===== config.mk =====
export PLATFORM = sky130hd
export DESIGN_NAME = branch_and_cache_miss_event_sampler
export DESIGN_NICKNAME = d
export VERILOG_FILES = /design/src/common/event_sampler_pkg.sv /design/src/design/record_fifo.sv /design/src/design/miss_latency_tracker.sv /design/src/design/branch_and_cache_miss_event_sampler.sv
export VERILOG_INCLUDE_DIRS = /design/src /design/src/common
export SDC_FILE = /design/constraint.sdc
export NUM_CORES = 2
export LEC_CHECK = 0
export ABC_AREA = 0
export BUFFER_PORTS_ARGS = -buffer_cell sky130_fd_sc_hd__buf_2
export CORE_MARGIN = 1.5
export CORE_UTILIZATION = 50
export CTS_CLUSTER_SIZE = 20
export DETAILED_ROUTE_END_ITERATION = 10
export HOLD_SLACK_MARGIN = 0.06
export PLACE_DENSITY = 0.78
export SETUP_SLACK_MARGIN = 0.05
export SLEW_MARGIN = 10
export SYNTH_ARGS = -nofsm -noshare
export SYNTH_HDL_FRONTEND = slang
export SYNTH_SLANG_ARGS = --single-unit

===== constraint.sdc =====
create_clock -name clock -period 16.3 [get_ports clock]
set_clock_uncertainty 0.15 [all_clocks]
set_input_delay 0.815 -clock clock [delete_from_list [all_inputs] [get_ports clock]]
set_output_delay 0.815 -clock clock [all_outputs]
set_load 0.005 [all_outputs]

===== src/common/event_sampler_map.svh =====
`ifndef EVENT_SAMPLER_MAP_SVH
`define EVENT_SAMPLER_MAP_SVH

// Event codes in record byte 0
`define CODE_BRANCH 8'h03
`define CODE_MISS 8'h04

// Bit positions inside record byte 3
`define FLAG_MERGED 4
`define FLAG_PRED_VALID 5
`define FLAG_PRED_CORRECT 6
`define FLAG_TAKEN 7
`define FLAG_ADDR_VALID 4
`define FLAG_SRC_LSB 5

// Record geometry
`define RECORD_BITS 256
`define RECORD_DEPTH 8

// Latency measurement
`define LAT_ROUND_LOG2 4
`define LAT_CAP_LOG2 10
`define LAT_UNIT_BITS 6
`define LAT_UNIT_MAX 6'h3f
`define PRESCALE_LAST 4'hf
`define MISS_SLOTS 4

// Reset values
`define COUNTER_RESET 32'h00000000

`endif


===== src/common/event_sampler_pkg.sv =====
package event_sampler_pkg;
  typedef logic [255:0] record_type;
  typedef logic [1:0] slot_type;
  typedef logic [5:0] units_type;
  typedef logic [63:0] addr_type;
  typedef enum {
    SEL_NONE,
    SEL_BRANCH,
    SEL_MISS
  } source_sel_type;
endpackage


===== src/design/record_fifo.sv =====
`timescale 1ns/100ps
module record_fifo #(
  parameter int WIDTH = 256,
  parameter int DEPTH = 8
) (
  input wire logic clock,
  input wire logic resetn,
  input wire logic inValid,
  output logic inReady,
  input wire logic [WIDTH-1:0] inData,
  output logic outValid,
  input wire logic outReady,
  output logic [WIDTH-1:0] outData
);
  localparam int PW = $clog2(DEPTH);
  logic [WIDTH-1:0] store [DEPTH];
  logic [PW-1:0] wrPtr;
  logic [PW-1:0] rdPtr;
  logic [PW:0] fill;
  wire doWrite = inValid && inReady;
  wire doRead = outValid && outReady;

  assign inReady = (fill != DEPTH[PW:0]);
  assign outValid = (fill != '0);
  assign outData = store[rdPtr];

  always_ff @(posedge clock or negedge resetn) begin
    if (!resetn) begin
      wrPtr <= '0;
      rdPtr <= '0;
      fill <= '0;
    end else begin
      if (doWrite) begin
        wrPtr <= (wrPtr == PW'(DEPTH - 1)) ? '0 : wrPtr + 1'b1;
      end
      if (doRead) begin
        rdPtr <= (rdPtr == PW'(DEPTH - 1)) ? '0 : rdPtr + 1'b1;
      end
      fill <= fill + {{PW{1'b0}}, doWrite} - {{PW{1'b0}}, doRead};
    end
  end

  // Data array needs no reset; valid comes from fill
  always_ff @(posedge clock) begin
    if (doWrite) begin
      store[wrPtr] <= inData;
    end
  end
endmodule


===== src/design/miss_latency_tracker.sv =====
`timescale 1ns/100ps
`include "event_sampler_map.svh"
module miss_latency_tracker
  import event_sampler_pkg::*;
(
  input wire logic clock,
  input wire logic resetn,
  input wire logic startValid,
  input wire slot_type startSlot,
  input wire logic startSecond,
  input wire addr_type startAddr,
  input wire addr_type startPc,
  input wire logic doneValid,
  input wire slot_type doneSlot,
  output logic doneActive,
  output logic [31:0] doneLatency,
  output addr_type doneAddr,
  output addr_type donePc
);
  logic active [`MISS_SLOTS];
  units_type units [`MISS_SLOTS];
  addr_type addr [`MISS_SLOTS];
  addr_type pc [`MISS_SLOTS];
  logic [3:0] prescale;
  // One shared prescaler: first step lands anywhere in the first 16 cycles
  wire tick = (prescale == `PRESCALE_LAST);

  assign doneActive = active[doneSlot];
  assign doneLatency = {22'h0, units[doneSlot], 4'h0};
  assign doneAddr = addr[doneSlot];
  assign donePc = pc[doneSlot];

  always_ff @(posedge clock or negedge resetn) begin
    if (!resetn) begin
      prescale <= 4'h0;
      for (int i = 0; i < `MISS_SLOTS; i++) begin
        active[i] <= 1'b0;
        units[i] <= '0;
        addr[i] <= '0;
        pc[i] <= '0;
      end
    end else begin
      prescale <= prescale + 4'h1;
      for (int i = 0; i < `MISS_SLOTS; i++) begin
        if (active[i] && tick && units[i] != `LAT_UNIT_MAX) begin
          units[i] <= units[i] + 6'h01;
        end
        if (doneValid && doneSlot == slot_type'(i)) begin
          active[i] <= 1'b0;
        end
        if (startValid && startSlot == slot_type'(i)) begin
          if (startSecond && active[i]) begin
            // Second half of a split load keeps one slot, lower address
            if (startAddr < addr[i]) begin
              addr[i] <= startAddr;
            end
          end else begin
            active[i] <= 1'b1;
            units[i] <= '0;
            addr[i] <= startAddr;
            pc[i] <= startPc;
          end
        end
      end
    end
  end
endmodule


===== src/design/branch_and_cache_miss_event_sampler.sv =====
// Operation
// - Each retired control transfer decrements the branch counter; negative emits a record.
// - Branch record byte 0 holds event code three.
// - Byte 1 of each record holds the eight-bit core tag.
// - Byte 3 bit 4 marks a branch merged with a flag-setting op.
// - Byte 3 bit 5 set only when prediction outcome was captured.
// - Byte 3 bit 6 is one when prediction correct, zero otherwise.
// - Unconditional branch with valid prediction always reports correct.
// - Byte 3 bit 7 is taken; always one for unconditional branches.
// - Bytes 23..16 hold next executed address: target or fall-through.
// - Next address is the effective address, without segment base.
// - Bytes 31..24 hold cycle stamp when enabled, else zero.
// - Eligible load misses by latency threshold and/or selected source decrement miss counter.
// - Miss counter going negative stores a record with code four.
// - A split load missing twice counts once, reports lower address.
// - Only misses from the instruction's own loads are counted.
// - Misses from the profiler's own accesses are never counted.
// - Latency rounds to multiples of sixteen, counting sixteen per sixteen cycles.
// - First sixteen-step may land anywhere in the first sixteen cycles.
// - Latency counter saturates at 1008 and stops.
// - Threshold is a multiple of sixteen, compared against measured latency.
// - Miss record bytes 7..4 hold total latency in cycles.
`timescale 1ns/100ps
`include "event_sampler_map.svh"
module branch_and_cache_miss_event_sampler
  import event_sampler_pkg::*;
(
  input wire logic clock,
  input wire logic resetn,
  input wire logic [7:0] coreTag,
  input wire logic stamp_enable,
  input wire logic [63:0] cycleStamp,
  input wire logic countersLoad,
  input wire logic [31:0] branchInterval,
  input wire logic [31:0] missInterval,
  input wire logic branchRetire,
  input wire logic branchConditional,
  input wire logic branch_taken_flag,
  input wire logic merged_op_flag,
  input wire logic prediction_info_valid,
  input wire logic prediction_correct,
  input wire addr_type retired_pc,
  input wire addr_type branchTarget,
  input wire addr_type fallThroughPc,
  output logic branchBusy,
  input wire logic missStart,
  input wire slot_type missStartSlot,
  input wire logic missSecondHalf,
  input wire logic missFromInstruction,
  input wire logic missProfilerAccess,
  input wire addr_type missDataAddr,
  input wire addr_type missPc,
  input wire logic missDone,
  input wire slot_type missDoneSlot,
  input wire logic [2:0] missSource,
  input wire logic [7:0] sourceSelect,
  input wire logic [31:0] miss_latency_threshold,
  input wire logic requireBoth,
  output logic missBusy,
  output logic recordValid,
  input wire logic recordReady,
  output record_type recordData,
  output logic [3:0] latency_round_log2,
  output logic [3:0] latency_cap_log2
);

  // ----------------------------------------
  // Record packing
  // ----------------------------------------
  function automatic record_type packRecord(
    input logic [7:0] code,
    input logic [7:0] tag,
    input logic [7:0] flags,
    input logic [31:0] word1,
    input addr_type quad1,
    input addr_type quad2,
    input addr_type stamp
  );
    // Byte 2 always zero
    packRecord = {stamp, quad2, quad1, word1, flags, 8'h00, tag, code};
  endfunction

  function automatic addr_type stampValue(input logic enable, input addr_type raw);
    stampValue = enable ? raw : 64'h0000000000000000;
  endfunction

  // Signed countdown: result sign bit says negative
  function automatic logic [31:0] countDown(input logic [31:0] value);
    countDown = value - 32'h00000001;
  endfunction

  // ----------------------------------------
  // Branch sampling
  // ----------------------------------------
  logic [31:0] branchCounter;
  logic branchPending;
  record_type branchRecord;

  wire [31:0] branchDec = countDown(branchCounter);
  wire branchAccept = branchRetire && !branchPending;
  wire branchFire = branchAccept && branchDec[31];

  // Unconditional transfers are always taken
  wire takenBit = branch_taken_flag || !branchConditional;
  wire correctBit = prediction_info_valid &&
    (prediction_correct || !branchConditional);

  wire [7:0] branchFlags;
  assign branchFlags[3:0] = 4'h0;
  assign branchFlags[`FLAG_MERGED] = merged_op_flag;
  assign branchFlags[`FLAG_PRED_VALID] = prediction_info_valid;
  assign branchFlags[`FLAG_PRED_CORRECT] = correctBit;
  assign branchFlags[`FLAG_TAKEN] = takenBit;

  // Core hands effective addresses; no segment base is added here
  wire addr_type nextPcSel = takenBit ? branchTarget : fallThroughPc;

  wire record_type branchBuilt = packRecord(
    `CODE_BRANCH,
    coreTag,
    branchFlags,
    32'h00000000,
    retired_pc,
    nextPcSel,
    stampValue(stamp_enable, cycleStamp)
  );

  // ----------------------------------------
  // Miss tracking and filtering
  // ----------------------------------------
  logic doneActive;
  logic [31:0] doneLatency;
  addr_type doneAddr;
  addr_type donePc;

  // Walks, table references and own accesses never get a slot
  wire startCounted = missStart && missFromInstruction
    && !missProfilerAccess;

  miss_latency_tracker u_miss_latency_tracker (
    .clock(clock),
    .resetn(resetn),
    .startValid(startCounted),
    .startSlot(missStartSlot),
    .startSecond(missSecondHalf),
    .startAddr(missDataAddr),
    .startPc(missPc),
    .doneValid(missDone),
    .doneSlot(missDoneSlot),
    .doneActive(doneActive),
    .doneLatency(doneLatency),
    .doneAddr(doneAddr),
    .donePc(donePc)
  );

  logic [31:0] missCounter;
  logic missPending;
  record_type missRecord;

  // Low four threshold bits dropped: threshold is in steps of sixteen
  wire [31:0] thresholdRounded = {miss_latency_threshold[31:4], 4'h0};
  wire overThreshold = doneLatency > thresholdRounded;
  wire sourceHit = sourceSelect[missSource];
  wire eligible = requireBoth ? (overThreshold && sourceHit)
    : (overThreshold || sourceHit);

  wire [31:0] missDec = countDown(missCounter);
  // One completion per slot, so a split load counts once
  wire missAccept = missDone && doneActive && eligible && !missPending;
  wire missFire = missAccept && missDec[31];

  wire [7:0] missFlags;
  assign missFlags[3:0] = 4'h0;
  assign missFlags[`FLAG_ADDR_VALID] = 1'b1;
  assign missFlags[7:`FLAG_SRC_LSB] = missSource;

  wire record_type missBuilt = packRecord(
    `CODE_MISS,
    coreTag,
    missFlags,
    doneLatency,
    donePc,
    doneAddr,
    stampValue(stamp_enable, cycleStamp)
  );

  // ----------------------------------------
  // Event counters
  // ----------------------------------------
  logic [31:0] next_branchCounter;
  logic [31:0] next_missCounter;

  always_comb begin
    next_branchCounter = branchCounter;
    if (branchAccept) begin
      next_branchCounter = branchDec[31] ? branchInterval : branchDec;
    end
    if (countersLoad) begin
      next_branchCounter = branchInterval;
    end
  end

  always_comb begin
    next_missCounter = missCounter;
    if (missAccept) begin
      next_missCounter = missDec[31] ? missInterval : missDec;
    end
    if (countersLoad) begin
      next_missCounter = missInterval;
    end
  end

  always_ff @(posedge clock or negedge resetn) begin
    if (!resetn) begin
      branchCounter <= `COUNTER_RESET;
      missCounter <= `COUNTER_RESET;
    end else begin
      branchCounter <= next_branchCounter;
      missCounter <= next_missCounter;
    end
  end

  // ----------------------------------------
  // Write arbitration into the FIFO
  // ----------------------------------------
  logic fifoInReady;
  logic fifoOutValid;
  record_type fifoOutData;
  source_sel_type writeSel;

  // Branch first; the miss record waits while a branch record is pending
  assign writeSel = branchPending ? SEL_BRANCH
    : (missPending ? SEL_MISS : SEL_NONE);

  logic fifoInValid;
  record_type fifoInData;

  always_comb begin
    fifoInValid = 1'b0;
    fifoInData = '0;
    case (writeSel)
      SEL_BRANCH: begin
        fifoInValid = 1'b1;
        fifoInData = branchRecord;
      end
      SEL_MISS: begin
        fifoInValid = 1'b1;
        fifoInData = missRecord;
      end
      default: begin
        fifoInValid = 1'b0;
        fifoInData = '0;
      end
    endcase
  end

  wire branchWritten = fifoInReady && writeSel == SEL_BRANCH;
  wire missWritten = fifoInReady && writeSel == SEL_MISS;

  logic next_branchPending;
  logic next_missPending;

  // Clear first, then set, so a new record is never lost
  always_comb begin
    next_branchPending = branchPending;
    if (branchWritten) begin
      next_branchPending = 1'b0;
    end
    if (branchFire) begin
      next_branchPending = 1'b1;
    end
  end

  always_comb begin
    next_missPending = missPending;
    if (missWritten) begin
      next_missPending = 1'b0;
    end
    if (missFire) begin
      next_missPending = 1'b1;
    end
  end

  always_ff @(posedge clock or negedge resetn) begin
    if (!resetn) begin
      branchPending <= 1'b0;
      missPending <= 1'b0;
    end else begin
      branchPending <= next_branchPending;
      missPending <= next_missPending;
    end
  end

  always_ff @(posedge clock or negedge resetn) begin
    if (!resetn) begin
      branchRecord <= '0;
      missRecord <= '0;
    end else begin
      if (branchFire) begin
        branchRecord <= branchBuilt;
      end
      if (missFire) begin
        missRecord <= missBuilt;
      end
    end
  end

  // Busy flags stall the core while a record is held
  always_ff @(posedge clock or negedge resetn) begin
    if (!resetn) begin
      branchBusy <= 1'b0;
      missBusy <= 1'b0;
    end else begin
      branchBusy <= next_branchPending;
      missBusy <= next_missPending;
    end
  end

  // ----------------------------------------
  // Record buffer and output stage
  // ----------------------------------------
  wire fifoOutReady = !recordValid || recordReady;

  record_fifo #(
    .WIDTH(`RECORD_BITS),
    .DEPTH(`RECORD_DEPTH)
  ) u_record_fifo (
    .clock(clock),
    .resetn(resetn),
    .inValid(fifoInValid),
    .inReady(fifoInReady),
    .inData(fifoInData),
    .outValid(fifoOutValid),
    .outReady(fifoOutReady),
    .outData(fifoOutData)
  );

  // Registered head keeps the writer's data off the FIFO read mux
  always_ff @(posedge clock or negedge resetn) begin
    if (!resetn) begin
      recordValid <= 1'b0;
      recordData <= '0;
    end else if (fifoOutReady) begin
      recordValid <= fifoOutValid;
      if (fifoOutValid) begin
        recordData <= fifoOutData;
      end
    end
  end

  // ----------------------------------------
  // Capability report
  // ----------------------------------------
  always_ff @(posedge clock or negedge resetn) begin
    if (!resetn) begin
      latency_round_log2 <= 4'h0;
      latency_cap_log2 <= 4'h0;
    end else begin
      latency_round_log2 <= 4'(`LAT_ROUND_LOG2);
      latency_cap_log2 <= 4'(`LAT_CAP_LOG2);
    end
  end

endmodule


==> summary.md <==
| Metric | Value |
|---|---|
| GPL Wtd Cong | 0.876 |
| Mean Syn Cell Area | 15.5 sq um |
| Tcrit/Tclk final | 32.6% |
| Largest net degree at the start of global routing | 189 |
| Synth cell types | 74 |
| WL/cell | 27.0 um |
| Latest clock arrival within the worst-skew pair | 980 ps |
| Final hold vios | 0 |
| First-pass GRT wire length | 507 mm |
| GRT Total Usage | 27.1% |
| Hpwl dp | 201 mm |
| CTS max path bufs | 4 |
| Clk sinks | 2945 |
| # IOs | 787 |
| Sw Ratio | 29.7% |
| Crit Path Class | register to register |
| Die footprint | 0.251 sq mm |
| Worst Tran Pin Value | 1250 ps |
| Required time of the critical path | 16990 ps |
| CP arrival | 6000 ps |
| Worst-path clk slew | 60 ps |
| Initial antenna violation count | 82 |
| Area grow syn2layout | 17.4% |
| Clk network pwr share | 31.8% |
| Peak VDD IR | 0.000129 V |
| Worst Setup End Kind | register |
| FP Rows | 182 |
| Fmax | 188 MHz |
| P_sw | 6.85 mW |
| Setup bufs post-CTS | 0 |
| RSZ-0062 raised after global routing | no |
| Post-synth EDFFs | 1696 |
| Routed wire length | 343 mm |
| Final Util | 59.1% |
| Hold WS | 133 ps |
| Pint | 16.2 mW |
| Worst hold path cell count | 3 |
| Antenna viol nets, final | 0 |
| Crit start category | register |
| Fraction of layout cells with a size suffix above 1 | 26.9% |
| # setup viols final | 0 |
| Via count | 76877 |
| H-tree Lvls | 5 |
| Post-CTS sizing | 0 |
| Die height | 501 um |
| Post-synthesis sequential area ratio | 66.2% |
| Drt pass-1 iters | 8 |
| Reg power frac | 43.4% |
| Hold Path Class | primary input to register |
| Grt total ovfl | 0 |
| Filler Cell Count | 17818 |
| Area after DPL | 0.131 sq mm |
| Setup slack after layout | 10990 ps |
| Register area | 0.0822 sq mm |
| Synth Instances | 8032 |
| Root Buffer | clkbuf_16 |
| Num CTS Buffers | 321 |
| Die X | 501 um |
| Max Slew Vio Count | 0 |
| Worst-case reg-to-reg path depth | 10 |
| Final instance area | 0.146 sq mm |
| TNS Setup | 0 ps |
| Predominant post-synthesis flop cell | edfxtp_1 |
| Synth Register Bits | 2945 |
| Synth async-reset ratio | 42.4% |
| Iter 0 DRT Violations | 7935 |
| Drt via density | 6.04 |
| Leakage | 58.0 nW |
| Syn Std Cell Area | 0.124 sq mm |
| CTS tree | yes |
| Starting Density | 50.4% |
| Headroom to the max-slew limit | 16.6% |
| Port Buffer Count | 734 |
| Max Cap Viol | 0 |
| Multi-input gate area | 0.0391 sq mm |
| Setup slack at placement | 10320 ps |
| NumNets Final | 9927 |
| Comb power frac | 24.8% |
| Minimum clock period after layout | 5310 ps |
| Floorplan Core Area | 0.246 sq mm |
| Synth Warn # | 0 |
| PwrDens | 158 mW/mm^2 |
| Outcome | completed |
| Vias in the first global route | 78391 |
| DRC | 0 |
| Crit Path Max Fanout | 77 |
## cell usage in the layout, fill, tap and decap left out, types with 38 or more instances in the layout
master,instances
o21ai_0,322
nor2_1,320
nand4_1,51
mux4_2,561
mux2_4,64
edfxtp_1,1696
nor3_1,39
inv_1,303
ha_1,275
a22o_1,141
diode_2,48
dfrtp_1,1244
clkbuf_8,47
clkbuf_1,73
clkinv_2,47
dlygate4sd3_1,372
a21oi_1,348
nand2_1,925
nor4_1,38
conb_1,49
o21ai_1,40
buf_4,95
clkbuf_16,329
mux2i_1,286
mux2_2,532
buf_2,731
## logic make-up after synthesis
| kind of cell | after synthesis | share of synthesized area [%] |
|---|---|---|
| adder cells (fa/ha/maj) | 276 | 2.79 |
| multiplexers | 1445 | 18.1 |
| AO/OA/AOI/OAI | 1021 | 4.94 |
| other | 2 | 0.00605 |
| flip-flops | 2945 | 66.2 |
| AND/OR/NAND/NOR | 1533 | 5.20 |
| XOR/XNOR | 22 | 0.155 |
| buffers and inverters | 788 | 2.62 |
## cells in the mapped netlist, types with 16 or more instances
library cell     n  share of area (%)
o21ai_1         42               0.17
inv_1          303               0.92
or3_1           19              0.096
nor2_1         330                1.0
dfrtp_1       1249                 25
xor2_1          16               0.11
a21oi_1        352                1.4
buf_1           79               0.24
a21o_1          37               0.22
edfxtp_1      1696                 41
nand4_1         51               0.26
buf_4           51               0.31
a211oi_1        18               0.11
nor4_1          39               0.20
nor3_1          42               0.17
nand3_1         33               0.13
ha_1           275                2.8
clkbuf_1       315               0.95
o21ai_0        322                1.3
mux2i_1        288                2.3
buf_2           32               0.13
mux2_4          64               0.77
mux4_2         561                 10
a22o_1         141               0.99
mux2_2         532                4.8
nand2_1        926                2.8
## through the flow
step | total power [mW] | std cells
after floorplan | 13.6 | 8079
after global placement | 15.4 | 11748
after detailed placement | 15.6 | 11748
after CTS | 23.0 | 12688
after global routing | 24.0 | 12721
final | 23.0 | 12736
## worst paths after layout
check	start	end	slack (ps)
min reg2reg	u_miss_latency_tracker.prescale[0]	u_miss_latency_tracker.prescale[0]	310
min	prediction_info_valid	branchRecord[29]	130
min in group asynchronous	resetn	recordData[13]	290
max reg2reg	branchCounter[22]	branchRecord[216]	10990
max	branchCounter[22]	branchRecord[216]	10990
max in group asynchronous	resetn	branchCounter[7]	12470
## state kept, by name (all words and copies together), names as in the netlist, 24 cells and up
signal,flops
branchCounter,32
missCounter,32
u_miss_latency_tracker.pc,256
u_record_fifo.store,1696
recordData,212
branchRecord,205
missRecord,210
u_miss_latency_tracker.units,24
u_miss_latency_tracker.addr,256
## per-layer routing
metal | vias up | GRT usage [%] | part of all wire [%]
met2 | 3895 | 41.7 | 46
met5 | - | 0.0579 | 0.11
met3 | 871 | 6.62 | 9.3
li1 | 32314 | - | -
met1 | 39735 | 35.9 | 39
met4 | 62 | 14.2 | 5.7
## timing repair
| action | CTS | global route |
|---|---|---|
| hold buffers | 372 | 0 |
| endpoints found under the setup margin | 0 | 0 |
| endpoints found under the hold margin | 846 | 0 |
## critical path, stage by stage (launching register included)
cell      delay [ps]
dfrtp_1          430
nor4_1           760
nand4b_1         300
nor4_1           360
xor2_1           240
buf_4            240
nand2_4          530
buf_4            830
buf_4            820
nand2_1          220
o21ai_0          160
## area by class of cell
type	count	share of cell area, %
multi-input combinational	4346	26.9
tap	3312	2.84
timing repair buffer	1214	5.77
antenna	48	0.0824
inverter	303	0.781
clock buffer	449	6.28
clock inverter	119	0.977
sequential	2945	56.4
## power groups by stage
| stage | Combinational [mW] | Sequential [mW] | Clock (mW) |
|---|---|---|---|
| final | 5.70 | 10.0 | 7.32 |
| after global routing | 6.15 | 10.1 | 7.70 |
| after CTS | 5.68 | 9.97 | 7.40 |
| after detailed placement | 5.52 | 10.1 | 0 |
| after global placement | 5.36 | 10.0 | 0 |
| after floorplan | 3.82 | 9.81 | 0 |
No activity file was read; power rests on OpenSTA's default activity.
